<file path="src/logic/t16_consts.svh">
`ifndef T16_CONSTS_SVH
`define T16_CONSTS_SVH
// Byte locations on the 8-bit data bus
`define T16_ADDR_CNT_LO   4'h0
`define T16_ADDR_CNT_HI   4'h1
`define T16_ADDR_CMPA_LO  4'h2
`define T16_ADDR_CMPA_HI  4'h3
`define T16_ADDR_CMPB_LO  4'h4
`define T16_ADDR_CMPB_HI  4'h5
`define T16_ADDR_CAP_LO   4'h6
`define T16_ADDR_CAP_HI   4'h7
`define T16_ADDR_CTRL_A   4'h8
`define T16_ADDR_CTRL_B   4'h9
`define T16_ADDR_FLAGS    4'ha
`define T16_ADDR_MASK     4'hb
`define T16_ADDR_HI_BIT   0
// Counter landmarks and fixed tops
`define T16_BOTTOM        16'h0000
`define T16_MAX           16'hffff
`define T16_TOP_8BIT      16'h00ff
`define T16_TOP_9BIT      16'h01ff
`define T16_TOP_10BIT     16'h03ff
// Control fields
`define T16_CTRLA_TOP_MSB 2
`define T16_CTRLA_TOP_LSB 0
`define T16_CTRLA_PWM     3
`define T16_CTRLB_CS_MSB  2
`define T16_CTRLB_CS_LSB  0
`define T16_CTRLB_SRC     5
`define T16_CTRLB_EDGE    6
`define T16_CTRLB_FILT    7
// Flag and mask bit positions
`define T16_FLAG_OVF      0
`define T16_FLAG_MA       1
`define T16_FLAG_MB       2
`define T16_FLAG_CAP      3
`define T16_FLAG_W        4
// Prescaler masks
`define T16_PRE_DIV8      10'h007
`define T16_PRE_DIV64     10'h03f
`define T16_PRE_DIV256    10'h0ff
`define T16_PRE_DIV1024   10'h3ff
// Noise filter sample count
`define T16_FILT_LEN      4
`define T16_FILT_ONES     4'hf
`define T16_FILT_ZEROS    4'h0
// Reset values
`define T16_RST_BYTE      8'h00
`define T16_RST_WORD      16'h0000
`define T16_RST_PRE       10'h000
`endif

</file>
<file path="src/logic/t16_pkg.sv">
`default_nettype none
package t16_pkg;
   typedef enum logic [2:0] {
      T16_CS_STOP    = 3'h0,
      T16_CS_DIV1    = 3'h1,
      T16_CS_DIV8    = 3'h2,
      T16_CS_DIV64   = 3'h3,
      T16_CS_DIV256  = 3'h4,
      T16_CS_DIV1024 = 3'h5,
      T16_CS_EXT_FALL = 3'h6,
      T16_CS_EXT_RISE = 3'h7
   } t16_clk_sel_t;
   typedef enum logic [2:0] {
      T16_TOP_MAX  = 3'h0,
      T16_TOP_8    = 3'h1,
      T16_TOP_9    = 3'h2,
      T16_TOP_10   = 3'h3,
      T16_TOP_CMPA = 3'h4,
      T16_TOP_CAP  = 3'h5
   } t16_top_sel_t;
   typedef enum logic [1:0] {
      T16_IDLE   = 2'b00,
      T16_FIRST  = 2'b01,
      T16_SECOND = 2'b11,
      T16_LAST   = 2'b10
   } t16_state_t;
endpackage
`default_nettype wire

</file>
<file path="src/logic/t16_bus_if.sv">
`timescale 1ns/1ps
`default_nettype none
interface t16_bus_if;
   logic [3:0] addr;
   logic       wr_en;
   logic       rd_en;
   logic [7:0] wdata;
   logic [7:0] rdata;
   modport dev  (input addr, input wr_en, input rd_en, input wdata, output rdata);
   modport host (output addr, output wr_en, output rd_en, output wdata, input rdata);
endinterface
`default_nettype wire

</file>
<file path="src/logic/t16_dev.sv">
`timescale 1ns/1ps
`default_nettype none
`include "t16_consts.svh"
module t16_dev
   import t16_pkg::*;
(
   input  wire logic ref_clk_i,
   input  wire logic rst_n_i,
   t16_bus_if.dev    bus,
   input  wire logic ext_count_pin_i,
   input  wire logic capture_input_pin_i,
   input  wire logic comparator_i,
   input  wire logic timer_power_off_bit_i,
   output logic      wave_a_o,
   output logic      wave_b_o,
   output logic      irq_o,
   output logic      bottom_o,
   output logic      max_o
);
   logic [15:0]  counter_value, capture_value, top_val;
   logic [15:0]  cmp_a_buf, cmp_b_buf, compare_a_value, compare_b_value;
   logic [7:0]   timer_control_a, timer_control_b, temp_reg, rdata_reg;
   logic [3:0]   timer_flag_reg, timer_mask_reg, filt_reg;
   logic [9:0]   pre_reg;
   logic [2:0]   ext_sync_reg;
   logic [1:0]   pin_sync_reg, cmp_sync_reg;
   logic         cap_lvl_reg, cap_prev_reg, timer_tick, run, wr, rd, pwm;
   logic         at_top, match_a, match_b, cap_raw, cap_evt;
   t16_clk_sel_t clk_sel;
   t16_top_sel_t top_sel;
   function automatic logic pre_hit(input logic [9:0] pre, input logic [9:0] mask);
      pre_hit = ((pre & mask) == mask);
   endfunction
   function automatic logic is_addr(input logic [3:0] a, input logic [3:0] b);
      is_addr = (a == b);
   endfunction
   assign run     = !timer_power_off_bit_i;
   assign wr      = bus.wr_en && run;
   assign rd      = bus.rd_en && run;
   assign clk_sel = t16_clk_sel_t'(timer_control_b[`T16_CTRLB_CS_MSB:`T16_CTRLB_CS_LSB]);
   assign top_sel = t16_top_sel_t'(timer_control_a[`T16_CTRLA_TOP_MSB:`T16_CTRLA_TOP_LSB]);
   assign pwm     = timer_control_a[`T16_CTRLA_PWM];
   assign bus.rdata = rdata_reg;
   ////////////////////////////////////////////////////////////////////////////
   // Clock select
   always_ff @(posedge ref_clk_i) begin
      if (!rst_n_i) begin
         pre_reg      <= `T16_RST_PRE;
         ext_sync_reg <= 3'h0;
      end else begin
         pre_reg      <= run ? pre_reg + 10'h001 : `T16_RST_PRE;
         ext_sync_reg <= {ext_sync_reg[1:0], ext_count_pin_i};
      end
   end
   always_comb begin
      unique case (clk_sel)
         T16_CS_STOP:     timer_tick = 1'b0;
         T16_CS_DIV1:     timer_tick = 1'b1;
         T16_CS_DIV8:     timer_tick = pre_hit(pre_reg, `T16_PRE_DIV8);
         T16_CS_DIV64:    timer_tick = pre_hit(pre_reg, `T16_PRE_DIV64);
         T16_CS_DIV256:   timer_tick = pre_hit(pre_reg, `T16_PRE_DIV256);
         T16_CS_DIV1024:  timer_tick = pre_hit(pre_reg, `T16_PRE_DIV1024);
         T16_CS_EXT_FALL: timer_tick = ext_sync_reg[2] && !ext_sync_reg[1];
         T16_CS_EXT_RISE: timer_tick = !ext_sync_reg[2] && ext_sync_reg[1];
      endcase
      timer_tick = timer_tick && run;
   end
   ////////////////////////////////////////////////////////////////////////////
   // Top and compare
   always_comb begin
      unique case (top_sel)
         T16_TOP_8:    top_val = `T16_TOP_8BIT;
         T16_TOP_9:    top_val = `T16_TOP_9BIT;
         T16_TOP_10:   top_val = `T16_TOP_10BIT;
         T16_TOP_CMPA: top_val = compare_a_value;
         T16_TOP_CAP:  top_val = capture_value;
         default:      top_val = `T16_MAX;
      endcase
   end
   assign at_top  = (counter_value == top_val);
   assign match_a = timer_tick && (counter_value == compare_a_value);
   assign match_b = timer_tick && (counter_value == compare_b_value);
   ////////////////////////////////////////////////////////////////////////////
   // Counter
   always_ff @(posedge ref_clk_i) begin
      if (!rst_n_i) begin
         counter_value <= `T16_RST_WORD;
      end else if (wr && is_addr(bus.addr, `T16_ADDR_CNT_LO)) begin
         counter_value <= {temp_reg, bus.wdata};
      end else if (timer_tick) begin
         counter_value <= at_top ? `T16_BOTTOM : counter_value + 16'h0001;
      end
   end
   ////////////////////////////////////////////////////////////////////////////
   // Compare buffers, loaded at top in PWM
   always_ff @(posedge ref_clk_i) begin
      if (!rst_n_i) begin
         cmp_a_buf       <= `T16_RST_WORD;
         cmp_b_buf       <= `T16_RST_WORD;
         compare_a_value <= `T16_RST_WORD;
         compare_b_value <= `T16_RST_WORD;
      end else begin
         if (wr && is_addr(bus.addr, `T16_ADDR_CMPA_LO)) begin
            cmp_a_buf <= {temp_reg, bus.wdata};
         end
         if (wr && is_addr(bus.addr, `T16_ADDR_CMPB_LO)) begin
            cmp_b_buf <= {temp_reg, bus.wdata};
         end
         if (!pwm || (timer_tick && at_top)) begin
            compare_a_value <= cmp_a_buf;
            compare_b_value <= cmp_b_buf;
         end
      end
   end
   ////////////////////////////////////////////////////////////////////////////
   // Capture input, synchroniser and filter
   always_ff @(posedge ref_clk_i) begin
      if (!rst_n_i) begin
         pin_sync_reg <= 2'h0;
         cmp_sync_reg <= 2'h0;
         filt_reg     <= `T16_FILT_ZEROS;
         cap_lvl_reg  <= 1'b0;
         cap_prev_reg <= 1'b0;
      end else begin
         pin_sync_reg <= {pin_sync_reg[0], capture_input_pin_i};
         cmp_sync_reg <= {cmp_sync_reg[0], comparator_i};
         filt_reg     <= {filt_reg[`T16_FILT_LEN-2:0], cap_raw};
         if (!timer_control_b[`T16_CTRLB_FILT]) begin
            cap_lvl_reg <= cap_raw;
         end else if (filt_reg == `T16_FILT_ONES) begin
            cap_lvl_reg <= 1'b1;
         end else if (filt_reg == `T16_FILT_ZEROS) begin
            cap_lvl_reg <= 1'b0;
         end
         cap_prev_reg <= cap_lvl_reg;
      end
   end
   assign cap_raw = timer_control_b[`T16_CTRLB_SRC] ? cmp_sync_reg[1] : pin_sync_reg[1];
   assign cap_evt = run && (cap_lvl_reg != cap_prev_reg) &&
                    (cap_lvl_reg == timer_control_b[`T16_CTRLB_EDGE]);
   always_ff @(posedge ref_clk_i) begin
      if (!rst_n_i) begin
         capture_value <= `T16_RST_WORD;
      end else if (cap_evt && top_sel != T16_TOP_CAP) begin
         capture_value <= counter_value;
      end else if (wr && is_addr(bus.addr, `T16_ADDR_CAP_LO)) begin
         capture_value <= {temp_reg, bus.wdata};
      end
   end
   ////////////////////////////////////////////////////////////////////////////
   // Shared high-byte latch
   always_ff @(posedge ref_clk_i) begin
      if (!rst_n_i) begin
         temp_reg <= `T16_RST_BYTE;
      end else if (wr && (is_addr(bus.addr, `T16_ADDR_CNT_HI) ||
                          is_addr(bus.addr, `T16_ADDR_CMPA_HI) ||
                          is_addr(bus.addr, `T16_ADDR_CMPB_HI) ||
                          is_addr(bus.addr, `T16_ADDR_CAP_HI))) begin
         temp_reg <= bus.wdata;
      end else if (rd && is_addr(bus.addr, `T16_ADDR_CNT_LO)) begin
         temp_reg <= counter_value[15:8];
      end else if (rd && is_addr(bus.addr, `T16_ADDR_CAP_LO)) begin
         temp_reg <= capture_value[15:8];
      end
   end
   ////////////////////////////////////////////////////////////////////////////
   // Control, flags and mask
   always_ff @(posedge ref_clk_i) begin
      if (!rst_n_i) begin
         timer_control_a <= `T16_RST_BYTE;
         timer_control_b <= `T16_RST_BYTE;
         timer_mask_reg  <= 4'h0;
      end else begin
         if (wr && is_addr(bus.addr, `T16_ADDR_CTRL_A)) timer_control_a <= bus.wdata;
         if (wr && is_addr(bus.addr, `T16_ADDR_CTRL_B)) timer_control_b <= bus.wdata;
         if (wr && is_addr(bus.addr, `T16_ADDR_MASK)) begin
            timer_mask_reg <= bus.wdata[`T16_FLAG_W-1:0];
         end
      end
   end
   always_ff @(posedge ref_clk_i) begin
      if (!rst_n_i) begin
         timer_flag_reg <= 4'h0;
      end else begin
         timer_flag_reg <= (timer_flag_reg &
                            ~((wr && is_addr(bus.addr, `T16_ADDR_FLAGS)) ?
                              bus.wdata[`T16_FLAG_W-1:0] : 4'h0)) |
                           {cap_evt && top_sel != T16_TOP_CAP,
                            match_b,
                            match_a,
                            timer_tick && at_top};
      end
   end
   ////////////////////////////////////////////////////////////////////////////
   // Read data, one cycle after the strobe
   always_ff @(posedge ref_clk_i) begin
      if (!rst_n_i) begin
         rdata_reg <= `T16_RST_BYTE;
      end else if (rd) begin
         unique case (bus.addr)
            `T16_ADDR_CNT_LO:  rdata_reg <= counter_value[7:0];
            `T16_ADDR_CNT_HI:  rdata_reg <= temp_reg;
            `T16_ADDR_CMPA_LO: rdata_reg <= cmp_a_buf[7:0];
            `T16_ADDR_CMPA_HI: rdata_reg <= cmp_a_buf[15:8];
            `T16_ADDR_CMPB_LO: rdata_reg <= cmp_b_buf[7:0];
            `T16_ADDR_CMPB_HI: rdata_reg <= cmp_b_buf[15:8];
            `T16_ADDR_CAP_LO:  rdata_reg <= capture_value[7:0];
            `T16_ADDR_CAP_HI:  rdata_reg <= temp_reg;
            `T16_ADDR_CTRL_A:  rdata_reg <= timer_control_a;
            `T16_ADDR_CTRL_B:  rdata_reg <= timer_control_b;
            `T16_ADDR_FLAGS:   rdata_reg <= {4'h0, timer_flag_reg};
            `T16_ADDR_MASK:    rdata_reg <= {4'h0, timer_mask_reg};
            default:           rdata_reg <= `T16_RST_BYTE;
         endcase
      end
   end
   ////////////////////////////////////////////////////////////////////////////
   // Waveform and status outputs
   always_ff @(posedge ref_clk_i) begin
      if (!rst_n_i) begin
         wave_a_o <= 1'b0;
         wave_b_o <= 1'b0;
         irq_o    <= 1'b0;
         bottom_o <= 1'b0;
         max_o    <= 1'b0;
      end else begin
         if (pwm && top_sel == T16_TOP_CMPA) begin
            wave_a_o <= 1'b0;
         end else if (pwm) begin
            if (match_a) wave_a_o <= 1'b0;
            else if (timer_tick && at_top) wave_a_o <= 1'b1;
         end else if (match_a) begin
            wave_a_o <= !wave_a_o;
         end
         if (pwm) begin
            if (match_b) wave_b_o <= 1'b0;
            else if (timer_tick && at_top) wave_b_o <= 1'b1;
         end else if (match_b) begin
            wave_b_o <= !wave_b_o;
         end
         irq_o    <= |(timer_flag_reg & timer_mask_reg);
         bottom_o <= (counter_value == `T16_BOTTOM);
         max_o    <= (counter_value == `T16_MAX);
      end
   end
endmodule // t16_dev
`default_nettype wire

</file>
<file path="src/flat_wrapper.sv">
// flat-port wrapper written by rule: the top's interface ports become plain ports
module t16_dev_flat import t16_pkg::*;
  (ref_clk_i, rst_n_i, ext_count_pin_i, capture_input_pin_i, comparator_i, timer_power_off_bit_i, wave_a_o, wave_b_o, irq_o, bottom_o, max_o, bus_addr, bus_wr_en, bus_rd_en, bus_wdata, bus_rdata);
  t16_bus_if bus_i ();
  input  wire logic ref_clk_i;
  input  wire logic rst_n_i;
  input  wire logic ext_count_pin_i;
  input  wire logic capture_input_pin_i;
  input  wire logic comparator_i;
  input  wire logic timer_power_off_bit_i;
  output logic wave_a_o;
  output logic wave_b_o;
  output logic irq_o;
  output logic bottom_o;
  output logic max_o;
  input wire logic [$bits(bus_i.addr)-1:0] bus_addr;
  input wire logic [$bits(bus_i.wr_en)-1:0] bus_wr_en;
  input wire logic [$bits(bus_i.rd_en)-1:0] bus_rd_en;
  input wire logic [$bits(bus_i.wdata)-1:0] bus_wdata;
  output wire logic [$bits(bus_i.rdata)-1:0] bus_rdata;
  assign bus_i.addr = bus_addr;
  assign bus_i.wr_en = bus_wr_en;
  assign bus_i.rd_en = bus_rd_en;
  assign bus_i.wdata = bus_wdata;
  assign bus_rdata = bus_i.rdata;
  t16_dev u_core (.ref_clk_i(ref_clk_i), .rst_n_i(rst_n_i), .bus(bus_i), .ext_count_pin_i(ext_count_pin_i), .capture_input_pin_i(capture_input_pin_i), .comparator_i(comparator_i), .timer_power_off_bit_i(timer_power_off_bit_i), .wave_a_o(wave_a_o), .wave_b_o(wave_b_o), .irq_o(irq_o), .bottom_o(bottom_o), .max_o(max_o));
endmodule
</file>
<file path="config.mk">
export PLATFORM = sky130hd
export DESIGN_NAME = t16_dev_flat
export DESIGN_NICKNAME = d
export VERILOG_FILES = /design/src/logic/t16_pkg.sv /design/src/logic/t16_bus_if.sv /design/src/logic/t16_dev.sv /design/src/flat_wrapper.sv
export VERILOG_INCLUDE_DIRS = /design/src /design/src/logic
export SDC_FILE = /design/constraint.sdc
export NUM_CORES = 1
export LEC_CHECK = 0
export BUFFER_PORTS_ARGS = -buffer_cell sky130_fd_sc_hd__buf_4
export CAP_MARGIN = 10
export CORE_ASPECT_RATIO = 1.25
export CORE_UTILIZATION = 25
export DETAILED_ROUTE_END_ITERATION = 12
export PLACE_DENSITY = 0.43
export SLEW_MARGIN = 40
export SYNTH_ARGS = -nofsm -noshare
export SYNTH_HDL_FRONTEND = slang
export SYNTH_SLANG_ARGS = --single-unit
</file>
<file path="constraint.sdc">
create_clock -name ref_clk_i -period 3.2 [get_ports ref_clk_i]
set_input_delay 0.16 -clock ref_clk_i [delete_from_list [all_inputs] [get_ports ref_clk_i]]
set_output_delay 0.16 -clock ref_clk_i [all_outputs]
set_load 0.02 [all_outputs]
</file>
# Word level (Yosys, flattened, before mapping)
# Cells that the tools add are included.
# op_classes
n_bitwise	5
reduce_logical	50
add_sub_neg	2
n_eq_ne	36
muxes	23
# ops
cell	n
$pmux W8 S11	1
$mux W16	5
$pmux W16 S5	1
$eq A16 B16 Y1	3
$mux W8	3
$logic_and A1 B1 Y1	23
$eq A3 B3 Y1 const B	7
$eq A4 B4 Y1 const B	5
$add A16 B1 Y16 const B	1
$eq A16 B16 Y1 const B	1
$eq A4 B3 Y1 const B	4
$logic_not A16 Y1	1
$eq A3 B2 Y1 const B	4
$reduce_bool A2 Y1	6
$mux W1	11
$add A10 B1 Y10 const B	1
$eq A10 B10 Y1 const B	1
$and A4 B4 Y4	2
$eq A4 B2 Y1 const B	2
$eq A8 B8 Y1 const B	1
$logic_not A4 Y1	2
$pmux W1 S8	1
$eq A3 B1 Y1 const B	2
$eq A6 B6 Y1 const B	1
other kinds (15)	27
# totals
output_inout_bits	13
in_bits	20
ff_bits	164

# Logic depth before layout (Yosys ltp)
# Gate-level depths: netlist of run 1.
# logic_depth
depth_word	8
depth_mapped	13
depth_no_buf	10

# Least setup slack after synthesis of run 1
# No wires, ideal clock.
# synth_timing
path_kind	register to register
startpoint	register u_core.timer_control_a[2]
endpoint	register u_core.counter_value[12]
stages_incl_launch_ff	14
period_less_slack_ps	2846
setup_ps	120
t_arrival_ps	2726
slack_ps	354
required_time_ps	3080
n_path_buf	3
path_cell_list	dfxtp_1 > clkbuf_1 > inv_1 > ha_1 > clkbuf_1 > nor2_1 > o21a_1 > o21a_1 > nor4_1 > and4_1 > and2_4 > buf_4 > nor4_1 > o31a_1
# synth_via
elab_chain_len	6
# synth_lines
element	line_no	rtl
start: declaration	t16_dev.sv:22	logic [7:0] timer_control_a, timer_control_b, temp_reg, rdata_reg;
start signal: assignment	t16_dev.sv:170	timer_control_a <= `T16_RST_BYTE;
start signal: assignment	t16_dev.sv:174	if (wr && is_addr(bus.addr, `T16_ADDR_CTRL_A)) timer_control_a <= bus.wdata;
$eq A3 B3 Y1, or another cell as far along	t16_dev.sv:71	unique case (top_sel)
$pmux W16 S5 *	t16_dev.sv:71	
$eq A16 B16 Y1 *	t16_dev.sv:80	assign at_top = (counter_value == top_val);
$mux W16 *	t16_dev.sv:91	counter_value <= at_top ? `T16_BOTTOM : counter_value + 16'h0001;
$mux W16 *	t16_dev.sv:90	end else if (timer_tick) begin
$mux W16 *	t16_dev.sv:88	end else if (wr && is_addr(bus.addr, `T16_ADDR_CNT_LO)) begin
end signal: assignment	t16_dev.sv:87	counter_value <= `T16_RST_WORD;
end signal: assignment	t16_dev.sv:89	counter_value <= {temp_reg, bus.wdata};
end signal: assignment	t16_dev.sv:91	
end: declaration	t16_dev.sv:20	logic [15:0] counter_value, capture_value, top_val;
# Mark *: on every way between the ends. The rest lies on a longest branch, timed or not. The select of a mux whose other input is x is not followed.
# A chain may end at the register's enable or synchronous reset.

# Final worst setup path of run 1
# layout_timing
startpoint	register u_core.timer_control_a[2]
endpoint	register u_core.counter_value[6]
# Same word-level chain as after synthesis.

==> results of run 1 <==
[metal layers]
metal / routed length (um) / share of wire / up-vias
met3: 1430 / 0.043 / 62
met2: 15900 / 0.48 / 232
met5: 0 / 0 / -
li1: - / - / 3855
met1: 14400 / 0.43 / 3836
met4: 1630 / 0.049 / 0
[metrics by stage]
step | setup WS (ns) | std cells | instance area (um2)
after floorplan | 0.354 | 1090 | 8560
after global placement | 0.247 | 1496 | 9310
after detailed placement | 0.180 | 1496 | 9310
after CTS | 0.154 | 1530 | 9920
after global routing | 0.0276 | 1530 | 9930
final | 0.205 | 1530 | 9930
[synthesized netlist by cell type, types with 4 or more instances]
master       n  share of area
nor2_1      71          0.031
nand2_1    230           0.10
and2_1      13         0.0095
nand4_1     11         0.0080
a311oi_1    15          0.015
a22oi_1     10         0.0088
nor3_1      21          0.012
nand3_1     60          0.035
dfxtp_1    164           0.38
o21a_1       6         0.0053
o31a_1       4         0.0041
nor4_1      13         0.0095
o21ai_0     39          0.023
buf_4        5         0.0044
mux2i_1     65          0.076
a21oi_1     67          0.039
nor2b_1     16          0.012
xnor2_1     24          0.025
a222oi_1     5         0.0058
a31oi_1     14          0.010
a22o_1       6         0.0061
a2bb2oi_1    4         0.0041
inv_1       16         0.0070
a21boi_0     8         0.0070
nand2b_1     9         0.0066
a32oi_1      4         0.0041
clkbuf_1    72          0.032
and3b_1      5         0.0051
xor2_1      20          0.020
o211ai_1     7         0.0061
a221oi_1    10          0.010
and3_1       9         0.0066
ha_1         5         0.0073
[power by group]
group	internal (W)	switching [W]
combinational	0.000135	0.000248
sequential	0.00207	0.0000617
clock	0.00119	0.000908
[worst max path at each step]
stage / startpoint / endpoint / slack, ns
2_1_floorplan: u_core.timer_control_a[2] / u_core.counter_value[12] / 0.35
3_3_place_gp: u_core.timer_control_a[2] / u_core.counter_value[6] / 0.25
3_5_place_dp: u_core.timer_control_a[2] / u_core.compare_a_value[6] / 0.18
4_1_cts: u_core.timer_control_a[2] / u_core.counter_value[6] / 0.15
5_1_grt: u_core.timer_control_a[2] / u_core.counter_value[6] / 0.03
6_report: u_core.timer_control_a[2] / u_core.counter_value[6] / 0.21
[cell type report]
| type | instances | share of cell area |
|---|---|---|
| inverter | 17 | 0.00643 |
| clock inverter | 12 | 0.0132 |
| clock buffer | 19 | 0.0456 |
| multi-input combinational | 824 | 0.492 |
| sequential | 164 | 0.331 |
| timing repair buffer | 71 | 0.0582 |
| tap | 423 | 0.0533 |
[worst register-to-register path, cell delays in order (launching register included)]
cell      delay [ns]
dfxtp_2         0.41
inv_1           0.06
ha_1            0.29
nor2_1          0.22
o21ai_1         0.23
o211a_1         0.27
nor3_1          0.21
and4bb_1        0.28
and2_4          0.24
or4b_1          0.53
a31oi_1         0.17
[cells by family (layout without fill, tap and decap cells)]
logic type,count (synthesis),in the layout
adders and majority gates,5,5
xor gates and xnor gates,44,44
muxes,66,66
and+or+nand+nor,483,483
AOI/OAI and AO/OA,226,226
buffers and inverters,102,119
DFF,164,164
[timing repair]
| action | 4_1_cts | 5_1_grt |
|---|---|---|
| hold endpoints to repair | 3 | 0 |
| hold buffers | 3 | 0 |
| gates resized for setup | 0 | 1 |
| setup endpoints to repair | 0 | 34 |
==> impl_metrics.json, run 1 <==
{
  "status": "complete, no violations",
  "worst_pin_slew_ns": 0.765,
  "power_w": 0.00461,
  "path_cells": "inv_1 > ha_1 > nor2_1 > o21ai_1 > o211a_1 > nor3_1 > and4bb_1 > and2_4 > or4b_1 > a31oi_1",
  "critPathKind": "flip-flop to flip-flop",
  "ctsRootBufferMaster": "clkbuf_16",
  "worst_path_largest_cell_delay_ns": 0.53,
  "reg2reg_depth": 10,
  "ir_drop_mv": 0.398,
  "p_per_area_mw_per_mm2": 465,
  "seq_area_mm2": 0.00328,
  "crit_family": "simple AND/OR/NAND/NOR gates",
  "synth_compound_area_frac": 0.177,
  "drc": 0,
  "clk_pin_slew_ns": 0.07,
  "ant_nets": 0,
  "synth_fa_ha_area_frac": 0.00731,
  "start_util": 0.255,
  "cp_max_fo": 13,
  "antenna_found_initial": 0,
  "final.period_utilization": 0.936,
  "grt.busiest_layer": "met2",
  "ys_types": 72,
  "whs_path_depth": 3,
  "cts_tree": "built",
  "grt_usage": 0.194,
  "insertion_delay_ns": 0.45,
  "r2r_slack_ns": 0.21,
  "syn_nets": 1115,
  "synthArstFlopShare": 0,
  "seq_area_frac_synth": 0.384,
  "diodes": 0,
  "crit_required_ns": 3.58,
  "fin_tns_setup_ns": 0,
  "place_congestion": 0.895,
  "min_from": "bus_wdata[1]",
  "start_kind": "flip-flop",
  "dieHeight_um": 209,
  "synth_seq_cells": 164,
  "use_met2": 0.325,
  "drt-total-wl_um": 33400,
  "ys.flop_type": "dfxtp_1",
  "report.final.slew_viol_count": 0,
  "first_iter_violations": 752,
  "skew_ns": 0.0112,
  "viasPerCell": 5.22,
  "multi_input_area_mm2": 0.00489,
  "finalHoldViolCount": 0,
  "fin_hold_ws_ns": 0.0570,
  "grt_pass1_wl_um": 49700,
  "final_common_cell": "nand2_1",
  "cts_max_level": 4,
  "slowest_stage": "or4b_1",
  "rsz0062_at_grt": "no",
  "hpwl_um": 24000,
  "cts.sinks": 164,
  "ys_warn_count": 0,
  "final_nets": 1120,
  "ios": 33,
  "cp.arrival_ns": 3.37,
  "postSynthAreaPerCell_um2": 7.85,
  "whs_endpoint": "u_core.cmp_a_buf[1]",
  "drive_gt1_frac": 0.106,
  "area_growth_pct": 16.0,
  "fillerInstances": 3643,
  "dieArea_mm2": 0.0350,
  "cellLeakagePower_nw": 3.39,
  "grt_pass1_vias": 7501,
  "yosys.area_share.simple": 0.261,
  "synthMuxAreaShare": 0.0773,
  "core_mm2": 0.0336,
  "core.rowCount": 75,
  "hold_class": "input pin to flip-flop",
  "synth_xor_area_frac": 0.0450,
  "layout_common_cells": "nand2_1, dfxtp_1, nor2_1",
  "synth_cells": 1090,
  "synth_top_family_by_area": "simple AND/OR/NAND/NOR gates",
  "utilization": 0.296,
  "die_w_um": 167,
  "grt_start_max_net_pins": 79,
  "cp_num_buf_inv": 1,
  "max_freq_mhz": 334,
  "overflow": 0,
  "cts_buffer_depth": 2,
  "setup_viol": 0,
  "first_pass_iters": 5,
  "mappedNetlistArea_mm2": 0.00856,
  "grt_use_met3": 0.0292,
  "io_buffers": 32,
  "wl_per_cell_um": 21.8,
  "drv_cap": 0,
  "grt_use_met1": 0.237,
  "synth_edf_count": 0,
  "vias": 7985,
  "cts_buffers": 17,
  "endpoint_kind": "flip-flop",
  "r2r-end": "u_core.counter_value[6]",
  "path_depth": 10,
  "r2r_start": "u_core.timer_control_a[2]",
  "slew_headroom": 0.486,
  "cts_setup_buffers": 0,
  "fin_crit_ns": 2.99
}
Power figures use the tool's default switching activity.
==> inputs of run 2 (changes only) <==
--- a/config.mk
+++ b/config.mk
@@ -8,10 +8,13 @@
 export LEC_CHECK = 0
 export BUFFER_PORTS_ARGS = -buffer_cell sky130_fd_sc_hd__buf_4
 export CAP_MARGIN = 10
+export CELL_PAD_IN_SITES_DETAIL_PLACEMENT = 0
+export CELL_PAD_IN_SITES_GLOBAL_PLACEMENT = 2
 export CORE_ASPECT_RATIO = 1.25
+export CORE_MARGIN = 5
 export CORE_UTILIZATION = 25
 export DETAILED_ROUTE_END_ITERATION = 12
-export PLACE_DENSITY = 0.43
+export PLACE_DENSITY = 0.61
 export SLEW_MARGIN = 40
 export SYNTH_ARGS = -nofsm -noshare
 export SYNTH_HDL_FRONTEND = slang
==> impl_metrics.json, run 2 (same netlist as run 1, synthesis figures left out) <==
{
  "fin_crit_ns": 2.91,
  "max_freq_mhz": 343,
  "final_nets": 1130,
  "drt-total-wl_um": 35900,
  "cts_tree": "built",
  "ctsRootBufferMaster": "clkbuf_16",
  "clk_pin_slew_ns": 0.07,
  "cts_buffers": 17,
  "drive_gt1_frac": 0.114,
  "diodes": 0,
  "cts_buffer_depth": 2,
  "insertion_delay_ns": 0.46,
  "fillerInstances": 3596,
  "report.final.slew_viol_count": 0,
  "final.period_utilization": 0.910,
  "area_growth_pct": 16.9,
  "core_mm2": 0.0337,
  "cts_setup_buffers": 0,
  "dieHeight_um": 217,
  "antenna_found_initial": 0,
  "status": "complete, no violations",
  "skew_ns": 0.0154,
  "fin_tns_setup_ns": 0,
  "worst_pin_slew_ns": 0.822,
  "cts.sinks": 164,
  "cts_max_level": 4,
  "io_buffers": 32,
  "ant_nets": 0,
  "endpoint_kind": "flip-flop",
  "overflow": 0,
  "critPathKind": "flip-flop to flip-flop",
  "place_congestion": 0.830,
  "dpl-instance-area_mm2": 0.00943,
  "wl_per_cell_um": 23.3,
  "p_per_area_mw_per_mm2": 457,
  "first_pass_iters": 5,
  "cp_max_fo": 32,
  "die_w_um": 175,
  "rsz0062_at_grt": "no",
  "dieArea_mm2": 0.0381,
  "core.rowCount": 75,
  "setup_viol": 0,
  "layout_common_cells": "nand2_1, dfxtp_1, buf_4",
  "grt_pass1_wl_um": 53500,
  "hold_class": "input pin to flip-flop",
  "fin_cells": 1541,
  "first_iter_violations": 690,
  "hpwl_um": 25600,
  "multi_input_area_mm2": 0.00489,
  "ios": 33,
  "viasPerCell": 5.18,
  "vias": 7989,
  "final_common_cell": "nand2_1",
  "slew_headroom": 0.451,
  "ir_drop_mv": 0.398,
  "cellLeakagePower_nw": 3.44,
  "final_cell_area_mm2": 0.0100,
  "grt_pass1_vias": 7833,
  "drc": 0,
  "grt_start_max_net_pins": 89,
  "start_util": 0.254,
  "start_kind": "flip-flop",
  "grt_usage": 0.190,
  "seq_area_mm2": 0.00328,
  "finalHoldViolCount": 0,
  "cp.arrival_ns": 3.29,
  "dp.cells": 1506,
  "drv_cap": 0,
  "fin_hold_ws_ns": 0.0714,
  "crit_required_ns": 3.58
}
==> run 2: worst paths after layout <==
path | start | end | slack (ns) | cells after the start
max | u_core.timer_control_a[0] | u_core.compare_b_value[0] | 0.29 | 10
min | bus_wdata[4] | u_core.cmp_a_buf[4] | 0.07 | 3
max reg2reg | u_core.timer_control_a[0] | u_core.compare_b_value[0] | 0.29 | 10
min reg2reg | u_core.pin_sync_reg[0] | u_core.pin_sync_reg[1] | 0.44 | 1
==> run 2: what timing repair did <==
item / 4_1_cts / 5_1_grt
hold buffers: 3 / 0
hold endpoints to repair: 3 / 0
resized for setup: 0 / 0
==> run 2: through the flow <==
step	utilization	power (W)	worst slack, ns
floorplan	-	0.00238	0.354
global placement	0.280	0.00260	0.370
detailed placement	0.280	0.00260	0.310
CTS	0.297	0.00463	0.304
global route	0.297	0.00475	0.0491
finish	0.297	0.00457	0.286
==> run 2: area by class of cell <==
type                            instances  share of cell area
Inverter                               17             0.00638
Tap cell                              423              0.0529
Clock buffer                           17              0.0425
Timing Repair Buffer                   81              0.0690
Multi-Input combinational cell        824               0.489
Clock inverter                         15              0.0121
Sequential cell                       164               0.328
==> run 2: layer usage <==
layer	GRT usage	wire length, um	vias up	share of wire
met5	0	0	-	0
li1	-	-	3884	-
met2	0.332	17900	174	0.50
met1	0.239	16000	3888	0.44
met3	0.0299	1100	43	0.031
met4	0.0616	899	0	0.025
==> run 2: power breakdown <==
group,switching (W),internal [W]
sequential,0.0000516,0.00207
clock,0.00101,0.00101
combinational,0.000278,0.000149
==> run 2: worst max-delay path, cell delays in order (launching register included) <==
cell and delay (ns):
dfxtp_1 0.57, buf_12 0.22, nand2b_1 0.12, o21ai_1 0.43
nor4_1 0.10, nor3_1 0.20, and4bb_1 0.26, and2_4 0.22
a21oi_4 0.18, buf_12 0.26, mux2i_1 0.22
==> inputs of run 3 (changes only) <==
--- a/config.mk
+++ b/config.mk
@@ -6,7 +6,7 @@
 export SDC_FILE = /design/constraint.sdc
 export NUM_CORES = 1
 export LEC_CHECK = 0
-export BUFFER_PORTS_ARGS = -buffer_cell sky130_fd_sc_hd__buf_4
+export BUFFER_PORTS_ARGS = -buffer_cell sky130_fd_sc_hd__clkbuf_2
 export CAP_MARGIN = 10
 export CELL_PAD_IN_SITES_DETAIL_PLACEMENT = 0
 export CELL_PAD_IN_SITES_GLOBAL_PLACEMENT = 2
@@ -14,7 +14,9 @@
 export CORE_MARGIN = 5
 export CORE_UTILIZATION = 25
 export DETAILED_ROUTE_END_ITERATION = 12
+export MAX_ROUTING_LAYER = met4
 export PLACE_DENSITY = 0.61
+export SKIP_LAST_GASP = 1
 export SLEW_MARGIN = 40
 export SYNTH_ARGS = -nofsm -noshare
 export SYNTH_HDL_FRONTEND = slang
==> impl_metrics.json, run 3 (same netlist as run 1, synthesis figures left out) <==
{
  "first_iter_violations": 510,
  "p_int_w": 0.00324,
  "worst_pin_slew_ns": 0.785,
  "crit_family": "simple AND/OR/NAND/NOR gates",
  "net-switching-power_w": 0.00130,
  "grt_pass1_vias": 7699,
  "dieHeight_um": 217,
  "cp_max_fo": 22,
  "p_per_area_mw_per_mm2": 460,
  "skew_ns": 0.0151,
  "grt_start_max_net_pins": 59,
  "antenna_found_initial": 0,
  "max_freq_mhz": 348,
  "ctsRootBufferMaster": "clkbuf_16",
  "core_mm2": 0.0337,
  "final.period_utilization": 0.897,
  "status": "complete, no violations",
  "worst_path_largest_cell_delay_ns": 0.52,
  "cellLeakagePower_nw": 3.38,
  "cts_tree": "built",
  "reg2reg_depth": 10,
  "drc": 0,
  "start_kind": "flip-flop",
  "whs_endpoint": "u_core.wave_b_o",
  "power_frac_comb": 0.085,
  "path_cells": "buf_6 > mux2i_1 > a21oi_1 > or4_1 > nand3_1 > and4bb_1 > a21oi_1 > buf_4 > and3b_1 > o31a_1",
  "grt_usage": 0.193,
  "fin_crit_ns": 2.87,
  "final_nets": 1124,
  "hpwl_um": 25300,
  "cp.arrival_ns": 3.21,
  "cpMostUsedCell": "a21oi_1",
  "cts_max_level": 4,
  "swShare": 0.286,
  "cts_buffers": 17,
  "r2r_start": "u_core.timer_control_a[0]",
  "ir_drop_mv": 0.333,
  "slowest_stage": "dfxtp_1",
  "overflow": 0,
  "place_congestion": 0.883,
  "drive_gt1_frac": 0.108,
  "insertion_delay_ns": 0.45,
  "cp_num_buf_inv": 2,
  "drv_cap": 0,
  "setup_viol": 0,
  "p_seq_frac": 0.472,
  "cts_buffer_depth": 2,
  "viasPerCell": 5.22,
  "hold_class": "input pin to flip-flop",
  "final_common_cell": "nand2_1",
  "r2r_slack_ns": 0.33,
  "die_w_um": 175,
  "io_buffers": 32,
  "slew_headroom": 0.472,
  "r2r-end": "u_core.counter_value[2]",
  "cts.sinks": 164,
  "report.final.slew_viol_count": 0,
  "finalHoldViolCount": 0,
  "endpoint_kind": "flip-flop",
  "vias": 8007,
  "dieArea_mm2": 0.0381,
  "diodes": 0,
  "whs_path_depth": 3,
  "rsz0062_at_grt": "no",
  "area_growth_pct": 15.2,
  "fin_cells": 1535,
  "wl_per_cell_um": 23.2,
  "start_util": 0.254,
  "final.setup.worst_slack_ns": 0.328,
  "drt-total-wl_um": 35600,
  "dp.cells": 1500,
  "grt_pass1_wl_um": 53400,
  "fin_tns_setup_ns": 0,
  "pre_cts_ws_ns": 0.290,
  "clk_pin_slew_ns": 0.07,
  "fillerInstances": 3647,
  "critPathKind": "flip-flop to flip-flop",
  "ant_nets": 0,
  "ios": 33,
  "core.rowCount": 75,
  "min_from": "rst_n_i",
  "crit_required_ns": 3.54,
  "layout_common_cells": "nand2_1, dfxtp_1, nor2_1",
  "first_pass_iters": 6,
  "crit_start": "u_core.timer_control_a[0]",
  "pwr-share-clk": 0.444
}
## run 3: cell types whose count changed in the layout (fill, tap and decap cells not counted), sizes merged
cell    previous run  this run
buf               78        41
clkbuf            17        49
inv               25        24
## run 3: power by group through the flow
| stage | clock (W) | sequential, W | combinational (W) |
|---|---|---|---|
| global placement | 0 | 0.00219 | 0.000386 |
| floorplan | 0 | 0.00215 | 0.000231 |
| global route | 0.00216 | 0.00214 | 0.000414 |
| finish | 0.00201 | 0.00214 | 0.000385 |
| detailed placement | 0 | 0.00219 | 0.000385 |
| CTS | 0.00208 | 0.00214 | 0.000390 |
## run 3: area by class of cell
class	count	area, um2	share of cell area
well taps	423	529	0.0537
multi-input cells	824	4890	0.496
flip-flops and latches	164	3280	0.333
repair buffers	75	534	0.0542
clock inverters	14	120	0.0122
inverters	17	66.3	0.00673
clock buffers	18	439	0.0445
## run 3: how the worst max path moves through the flow
stage | to | slack [ns] | cells past startpoint
6_report | u_core.counter_value[2] | 0.33 | 10
5_1_grt | u_core.compare_b_value[7] | 0.08 | 10
4_1_cts | u_core.compare_b_value[11] | 0.28 | 10
3_5_place_dp | u_core.compare_b_value[11] | 0.29 | 10
3_3_place_gp | u_core.counter_value[2] | 0.33 | 10
2_1_floorplan | u_core.counter_value[12] | 0.35 | 13
## run 3: worst register-to-register path: stages, from the launching register on
cell and delay, ns:
dfxtp_1 0.52, buf_6 0.26, mux2i_1 0.33, a21oi_1 0.11, or4_1 0.41, nand3_1 0.10, and4bb_1 0.26, a21oi_1 0.10
buf_4 0.20, and3b_1 0.19, o31a_1 0.29
## run 3: through the flow
stage	utilization	hold slack [ns]	area [um2]	total power, W
2_1_floorplan	-	0.287	8560	0.00238
3_3_place_gp	0.275	0.367	9260	0.00258
3_5_place_dp	0.275	0.375	9260	0.00257
4_1_cts	0.292	0.0967	9850	0.00461
5_1_grt	0.293	0.111	9860	0.00472
6_report	0.293	0.121	9860	0.00454
## run 3: metal layers
metal  wire (um)  share of wire  up-vias  GRT usage
met1       15800           0.44     3870      0.241
met4        1110          0.031        0     0.0705
met3        1150          0.032       47     0.0233
met5           0              0        -          -
met2       17500           0.49      211      0.323
li1            -              -     3879          -
## run 3: repair_timing
action                                  CTS  global route
resized for setup                         0             2
setup buffers                             0             0
endpoints found under the setup margin    0             1
endpoints found under the hold margin     3             0
hold buffers                              3             0
